$ cat src/design/agicr_pkg.sv
// constants, field layout and bus carrier for the pin, id and channel register bank
package agicr_pkg;
  localparam int AGICR_ADDR_W = 8;
  localparam int AGICR_DATA_W = 16;
  localparam int AGICR_NUM_CH = 16;
  // register offsets
  localparam logic [7:0] AGICR_GPCFG_ADDR = 8'h06;
  localparam logic [7:0] AGICR_ID_ADDR = 8'h07;
  localparam logic [7:0] AGICR_CH_BASE = 8'h10;
  localparam logic [7:0] AGICR_CH_LAST = 8'h1f;
  // pin configuration fields
  localparam int AGICR_PIN1_IN_EN_BIT = 5;
  localparam int AGICR_PIN0_IN_EN_BIT = 4;
  localparam int AGICR_PIN1_OUT_EN_BIT = 3;
  localparam int AGICR_PIN0_OUT_EN_BIT = 2;
  localparam int AGICR_PIN1_VAL_BIT = 1;
  localparam int AGICR_PIN0_VAL_BIT = 0;
  localparam logic [5:0] AGICR_GPCFG_RST = 6'h00;
  // channel register fields
  localparam int AGICR_CH_EN_BIT = 15;
  localparam int AGICR_SETUP_HI = 14;
  localparam int AGICR_SETUP_LO = 12;
  localparam int AGICR_INPUT_HI = 9;
  localparam int AGICR_INPUT_LO = 0;
  localparam logic [15:0] AGICR_CH0_RST = 16'h8001;
  localparam logic [15:0] AGICR_CHN_RST = 16'h0001;
  localparam logic [15:0] AGICR_CH_WMASK = 16'hf3ff;
  // sequencer and pin driver resets
  localparam logic [3:0] AGICR_SEQ_RST_CH = 4'h0;
  localparam logic [1:0] AGICR_OE_N_RST = 2'b11;

  typedef struct packed {
    logic wr;
    logic rd;
    logic [AGICR_ADDR_W-1:0] addr;
    logic [AGICR_DATA_W-1:0] wdata;
  } agicr_bus_req_type;
endpackage

$ cat src/design/agicr_regs.sv
// register bank: general pin control, product code, channel table and channel sequencer
//
// What this block does
// RL1: bit 5 makes pin one an input
// RL2: bit 4 makes pin zero an input
// RL3: bit 3 drives pin one as output
// RL4: bit 2 drives pin zero as output
// RL5: bits 1,0 write drive, read pin levels on input pins
// RL6: read-only 16-bit product code at 0x07
// RL7: sixteen channel registers at 0x10 to 0x1f
// RL8: channel zero resets to 0x8001, others disabled
// RL9: bit 15 enables; enabled channels sequence automatically
// RL10: bits 14:12 pick one of eight setups
// RL11: chosen setup applies its four registers together
// RL12: host writes equal selectors to share setup
// RL13: bits 9:0 choose the input pair code
// RL14: bits 11,10 read zero, ignore writes
`timescale 1ns/10ps
`default_nettype none

module agicr_regs
  import agicr_pkg::*;
#(
  // arbitrary neutral product code
  parameter logic [15:0] ID_CODE = 16'h5a01
) (
  input wire logic clk_sys,
  input wire logic rst_n,
  input wire agicr_bus_req_type bus_req,
  output logic [AGICR_DATA_W-1:0] rdata,
  input wire logic [1:0] pin_in,
  output logic [1:0] pin_out,
  output logic [1:0] pin_oe_n,
  input wire logic conv_done,
  output logic seq_active,
  output logic [3:0] active_channel,
  output logic [2:0] active_setup,
  output logic [9:0] active_input_code
);

  // pin configuration: enables and data
  logic [5:0] gp_cfg;
  logic [1:0] pin_meta;
  logic [1:0] pin_sync;
  logic [AGICR_DATA_W-1:0] ch_cfg [AGICR_NUM_CH];
  logic [AGICR_NUM_CH-1:0] ch_en;
  logic [AGICR_DATA_W-1:0] next_rdata;
  logic [3:0] next_channel;

  wire hit_gp = bus_req.addr == AGICR_GPCFG_ADDR;
  wire hit_id = bus_req.addr == AGICR_ID_ADDR;
  wire hit_ch = (bus_req.addr >= AGICR_CH_BASE) && (bus_req.addr <= AGICR_CH_LAST); // [RL7]
  wire [3:0] ch_idx = 4'(bus_req.addr - AGICR_CH_BASE);
  wire wr_gp = bus_req.wr && hit_gp;
  wire wr_ch = bus_req.wr && hit_ch;

  wire [1:0] in_en = {gp_cfg[AGICR_PIN1_IN_EN_BIT], gp_cfg[AGICR_PIN0_IN_EN_BIT]};
  wire [1:0] out_en = {gp_cfg[AGICR_PIN1_OUT_EN_BIT], gp_cfg[AGICR_PIN0_OUT_EN_BIT]};
  wire [1:0] gp_val = {gp_cfg[AGICR_PIN1_VAL_BIT], gp_cfg[AGICR_PIN0_VAL_BIT]};
  // an input pin reads back its level; otherwise the stored drive value
  wire [1:0] gp_readback = (in_en & pin_sync) | (~in_en & gp_val); // [RL5] [RL1] [RL2]
  wire [15:0] gp_word = {10'h000, gp_cfg[5:2], gp_readback};

  // pin configuration register
  always_ff @(posedge clk_sys or negedge rst_n) begin
    if (!rst_n) begin
      gp_cfg <= AGICR_GPCFG_RST;
    end else if (wr_gp) begin
      gp_cfg <= bus_req.wdata[5:0]; // [RL1] [RL2] [RL3] [RL4] [RL5]
    end
  end

  // pins come from outside the clock domain, two flops before use
  always_ff @(posedge clk_sys or negedge rst_n) begin
    if (!rst_n) begin
      pin_meta <= 2'b00;
      pin_sync <= 2'b00;
    end else begin
      pin_meta <= pin_in;
      pin_sync <= pin_meta;
    end
  end

  // pin drivers; enable is active low while driving
  always_ff @(posedge clk_sys or negedge rst_n) begin
    if (!rst_n) begin
      pin_out <= 2'b00;
      pin_oe_n <= AGICR_OE_N_RST;
    end else begin
      pin_out <= gp_val; // [RL5]
      pin_oe_n <= ~out_en; // [RL3] [RL4]
    end
  end

  // channel table; reserved bits never store
  for (genvar i = 0; i < AGICR_NUM_CH; i++) begin : g_ch
    localparam logic [15:0] RST_VAL = (i == 0) ? AGICR_CH0_RST : AGICR_CHN_RST;
    always_ff @(posedge clk_sys or negedge rst_n) begin
      if (!rst_n) begin
        ch_cfg[i] <= RST_VAL; // [RL8]
      end else if (wr_ch && (ch_idx == 4'(i))) begin
        ch_cfg[i] <= bus_req.wdata & AGICR_CH_WMASK; // [RL14] [RL10] [RL13]
      end
    end
    assign ch_en[i] = ch_cfg[i][AGICR_CH_EN_BIT]; // [RL9]
  end

  // read mux; unmapped addresses and the id on write are harmless
  always_comb begin
    next_rdata = 16'h0000;
    if (!bus_req.rd) begin
      next_rdata = 16'h0000;
    end else if (hit_gp) begin
      next_rdata = gp_word;
    end else if (hit_id) begin
      next_rdata = ID_CODE; // [RL6]
    end else if (hit_ch) begin
      next_rdata = ch_cfg[ch_idx];
    end
  end

  // read data stands only in the cycle after the strobe
  always_ff @(posedge clk_sys or negedge rst_n) begin
    if (!rst_n) begin
      rdata <= 16'h0000;
    end else begin
      rdata <= next_rdata;
    end
  end

  // next enabled channel after cur, wrapping; cur itself if it is the only one
  function automatic logic [3:0] agicr_next_ch(input logic [3:0] cur,
                                               input logic [15:0] en);
    logic [3:0] idx;
    logic [3:0] pick;
    logic found;
    pick = cur;
    found = 1'b0;
    for (int k = 1; k <= 16; k++) begin
      idx = cur + 4'(k);
      if (!found && en[idx]) begin
        pick = idx;
        found = 1'b1;
      end
    end
    return pick;
  endfunction

  // advance on each finished conversion, or at once if the current one was disabled
  wire seq_advance = conv_done || !ch_en[active_channel];
  assign next_channel = seq_advance ? agicr_next_ch(active_channel, ch_en) : active_channel;

  always_ff @(posedge clk_sys or negedge rst_n) begin
    if (!rst_n) begin
      active_channel <= AGICR_SEQ_RST_CH;
      seq_active <= 1'b0;
    end else begin
      active_channel <= next_channel; // [RL9]
      seq_active <= |ch_en;
    end
  end

  // the setup index selects the setup, filter, offset and gain group as one;
  // registered, so it trails the channel by one cycle
  always_ff @(posedge clk_sys or negedge rst_n) begin
    if (!rst_n) begin
      active_setup <= 3'h0;
      active_input_code <= 10'h000;
    end else begin
      active_setup <= ch_cfg[active_channel][AGICR_SETUP_HI:AGICR_SETUP_LO]; // [RL10] [RL11]
      active_input_code <= ch_cfg[active_channel][AGICR_INPUT_HI:AGICR_INPUT_LO]; // [RL13]
    end
  end
endmodule

`default_nettype wire

$ cat config.mk
export PLATFORM = sky130hd
export DESIGN_NAME = agicr_regs
export DESIGN_NICKNAME = d
export VERILOG_FILES = /design/src/design/agicr_pkg.sv /design/src/design/agicr_regs.sv
export SDC_FILE = /design/constraint.sdc
export NUM_CORES = 1
export LEC_CHECK = 0
export ABC_AREA = 1
export BUFFER_PORTS_ARGS = -buffer_cell sky130_fd_sc_hd__buf_2
export CORE_ASPECT_RATIO = 0.75
export CORE_MARGIN = 2
export CORE_UTILIZATION = 56
export CTS_CLUSTER_DIAMETER = 50
export CTS_CLUSTER_SIZE = 25
export DETAILED_ROUTE_END_ITERATION = 10
export GPL_ROUTABILITY_DRIVEN = 0
export PLACE_DENSITY = 0.84
export SLEW_MARGIN = 40
export SYNTH_ARGS = -nofsm -noshare
export SYNTH_HDL_FRONTEND = slang
export SYNTH_SLANG_ARGS = --single-unit
$ cat constraint.sdc
create_clock -name clk_sys -period 3.4 [get_ports clk_sys]
set_clock_uncertainty 0.05 [all_clocks]
set_input_delay 0.68 -clock clk_sys [delete_from_list [all_inputs] [get_ports clk_sys]]
set_output_delay 0.68 -clock clk_sys [all_outputs]
set_load 0.01 [all_outputs]
==> results.md <==
- Static leakage: 0.00770 µW
- Drt pass-1 iters: 7
- Core area: 0.0250 mm²
- Clock buffer count from CTS: 23
- Least-Margin Pin Slew: 759 ps
- Slew Viols, Final: 0
- Vias in the first global route: 13,514
- Fillers: 1,972
- Post-DP Area: 0.0154 mm²
- Combinational share of power: 0.553
- Setup TNS: 0 ps
- CP most frequent cell: nand2_1
- Fin crit share: 0.964
- Multi-input gate area: 0.00682 mm²
- Slew headroom: 0.489
- Top delay family on crit path: simple AND/OR/NAND/NOR gates
- Worst path max stage delay: 520 ps
- Status: complete, no violations
- Crit path buffers/inverters: 4
- First-pass GRT wire length: 74,900 µm
- Top FF cell, synth: dfrtp_1
- Cell taking the most area after synthesis: dfrtp_1
- Final worst path period need: 3280 ps
- Post-route setup slack: 123 ps
- Fin nets: 2,006
- Initial antenna violation count: 2
- Top post-synthesis cells by area: dfrtp_1 44%, o21ai_0 15%, nand2_1 12%
- Worst-path clk slew: 80 ps
- Largest net degree at the start of global routing: 107
- Final instance area: 0.0165 mm²
- Cell Pwr Density: 900 mW/mm²
- Die ar.: 0.0269 mm²
- Power consumption: 14,900 µW
- Fraction of layout cells with a size suffix above 1: 0.149
- Num rows: 50
- Yosys warns: 0
- 1st-iter DRT viols: 2,658
- Number of top-level pins: 69
- Critical path peak fanout: 11
- Cells along the critical path: inv_4 > ha_4 > buf_12 > clkinvlp_4 > nand3_2 > nand3_2 > nand3_2 > nand2_2 > nand2_2 > nor2_4 > nand4_1 > nor2_2 > nand4_2 > nor2_4 > buf_6 > nand4_1 > nand2_1 > nor2_1 > nand2_1 > nand2_1 > nand2_1 > nand2_1 > nand2_1
- Pre-CTS WS: 71.2 ps
- Cells after Synth: 1,891
- Count leader, synth: nand2_1
- Switch share: 0.470
- Syn nets: 1,930
- Final wirelength: 49,300 µm
- DR vias/cell: 6.48
- Netlist Area Pre-Place: 0.0143 mm²
- Startpoint types: flop
- Syn Area/Cell: 7.58 µm²
- Syn-to-layout area delta: 15.4%
- Sequential power share: 0.261
- TritonCTS clock tree: built
- Sequential share of the synthesized area: 0.475
- Flops & latches, synth: 271
- Initial core utilization: 0.573
- Clock network fraction of total power: 0.185
- HP Class: primary input to flop
- Max Cap Viol: 0
- WP data arrival: 3690 ps
- Synth top area share: 0.440
- DRC viols: 0
- CP endpoint kind: flop
- Post-synth top cells: 452 x nand2_1, 418 x o21ai_0, 252 x dfrtp_1
- H-tree levels: 1
- Final count of hold timing violations: 0
- CP Class: flop to flop
- Avg WL per Cell: 21.2 µm
- Switching power: 6990 µW
- Clock root buffer: clkbuf_16
- Critical path required time: 3810 ps
- Clock latency on the worst-skew pair: 530 ps
- Total GRT Usage: 0.357
- Max Freq: 305 MHz
- Chip Width: 189 µm
- CP max-delay cell: dfrtp_4
- Final setup viols: 0
- Pint: 7890 µW
- Buffers added on ports: 65
- DPL Wire Length: 32,600 µm
- Clk buf depth: 3
- Worst IR Drop VDD: 0.565 mV
- Remaining global-route overflow: 0
- Via count: 15,050
- Async set-reset flop share out of synthesis: 1.00
- Reg area: 0.00681 mm²
- Die height: 143 µm
- Post-synth EDFFs: 0
- Antenna Nets Post-Route: 0
- Num Clock Sinks: 271
- Count of cell types in the netlist: 41
## layer usage
metal	vias to the layer above	GRT usage	wire length, µm
li1	6594	-	-
met1	6967	0.516	18700
met2	1288	0.492	20200
met3	199	0.134	8730
met4	2	0.117	1670
met5	-	0	9
## sequential cells by signal (all words and copies together), names as in the netlist
name	count
active_channel	4
active_input_code	10
active_setup	3
ch_cfg	224
gp_cfg	6
pin_meta	2
pin_oe_n	2
pin_out	2
pin_sync	2
rdata	15
seq_active	1
## worst paths after layout
kind / startpoint / end / slack (ps) / cells after the start
worst max-delay path: active_channel[0]$_DFFE_PN0P_ / active_channel[2]$_DFFE_PN0P_ / 120 / 23
worst min-delay path: pin_in[1] / pin_meta[1]$_DFF_PN0_ / 210 / 1
worst max register to register: active_channel[0]$_DFFE_PN0P_ / active_channel[2]$_DFFE_PN0P_ / 120 / 23
worst min register to register: pin_meta[0]$_DFF_PN0_ / pin_sync[0]$_DFF_PN0_ / 300 / 0
max in group asynchronous: rst_n / ch_cfg[96]$_DFFE_PN1P_ / 1750 / 4
min in group asynchronous: rst_n / ch_cfg[178]$_DFFE_PN0P_ / 550 / 2
## cell type report
| type | instances | share of cell area |
|---|---|---|
| antenna | 1 | 0.000151 |
| sequential | 271 | 0.412 |
| clock inverter | 13 | 0.00953 |
| multi-input combinational | 1385 | 0.412 |
| timing repair inverter | 1 | 0.000454 |
| inverter | 116 | 0.0267 |
| tap | 338 | 0.0256 |
| clock buffer | 28 | 0.0371 |
| timing repair buffer | 169 | 0.0765 |
## power groups by stage
stage | Sequential (µW) | Combinational [µW] | Clock (µW)
finish | 3890 | 8240 | 2760
global route | 3920 | 8810 | 2880
CTS | 3870 | 7000 | 2770
detailed placement | 3920 | 6960 | 0
global placement | 3910 | 6730 | 0
floorplan | 3890 | 4530 | 0
## stage by stage
stage / hold slack (ps) / util / std cells
floorplan: 281 / - / 1891
global placement: 283 / 0.614 / 2263
detailed placement: 285 / 0.614 / 2263
CTS: 182 / 0.645 / 2304
global route: 201 / 0.661 / 2322
finish: 205 / 0.661 / 2322
## cells in the final DEF (no fill, tap or decap), types with 11 or more instances in the layout
master / n
buf_4: 90
buf_2: 64
nand4_1: 34
inv_2: 13
nand2_2: 11
inv_1: 95
o21ai_0: 418
nor2_1: 135
o22ai_1: 110
clkbuf_16: 23
nand3_1: 88
nand2_1: 447
dfrtp_1: 249
nand3_2: 20
a21oi_1: 48
dfstp_2: 19
## logic make-up after synthesis
logic type | synth area share
other cells | 0.000262
xor+xnor | 0.00471
compound gates | 0.227
fa+ha+maj | 0.00698
simple gates | 0.221
mux | 0.00140
buf+inv | 0.0635
flops | 0.475
## repair_timing
| item | 4_1_cts | 5_1_grt |
|---|---|---|
| setup endpoints to repair | 0 | 4 |
| hold endpoints to repair | 0 | 26 |
| buffers inserted | 0 | 14 |
| gates resized for setup | 0 | 55 |
| hold buffers | 0 | 1 |
No activity file was read; power rests on OpenSTA's default activity.
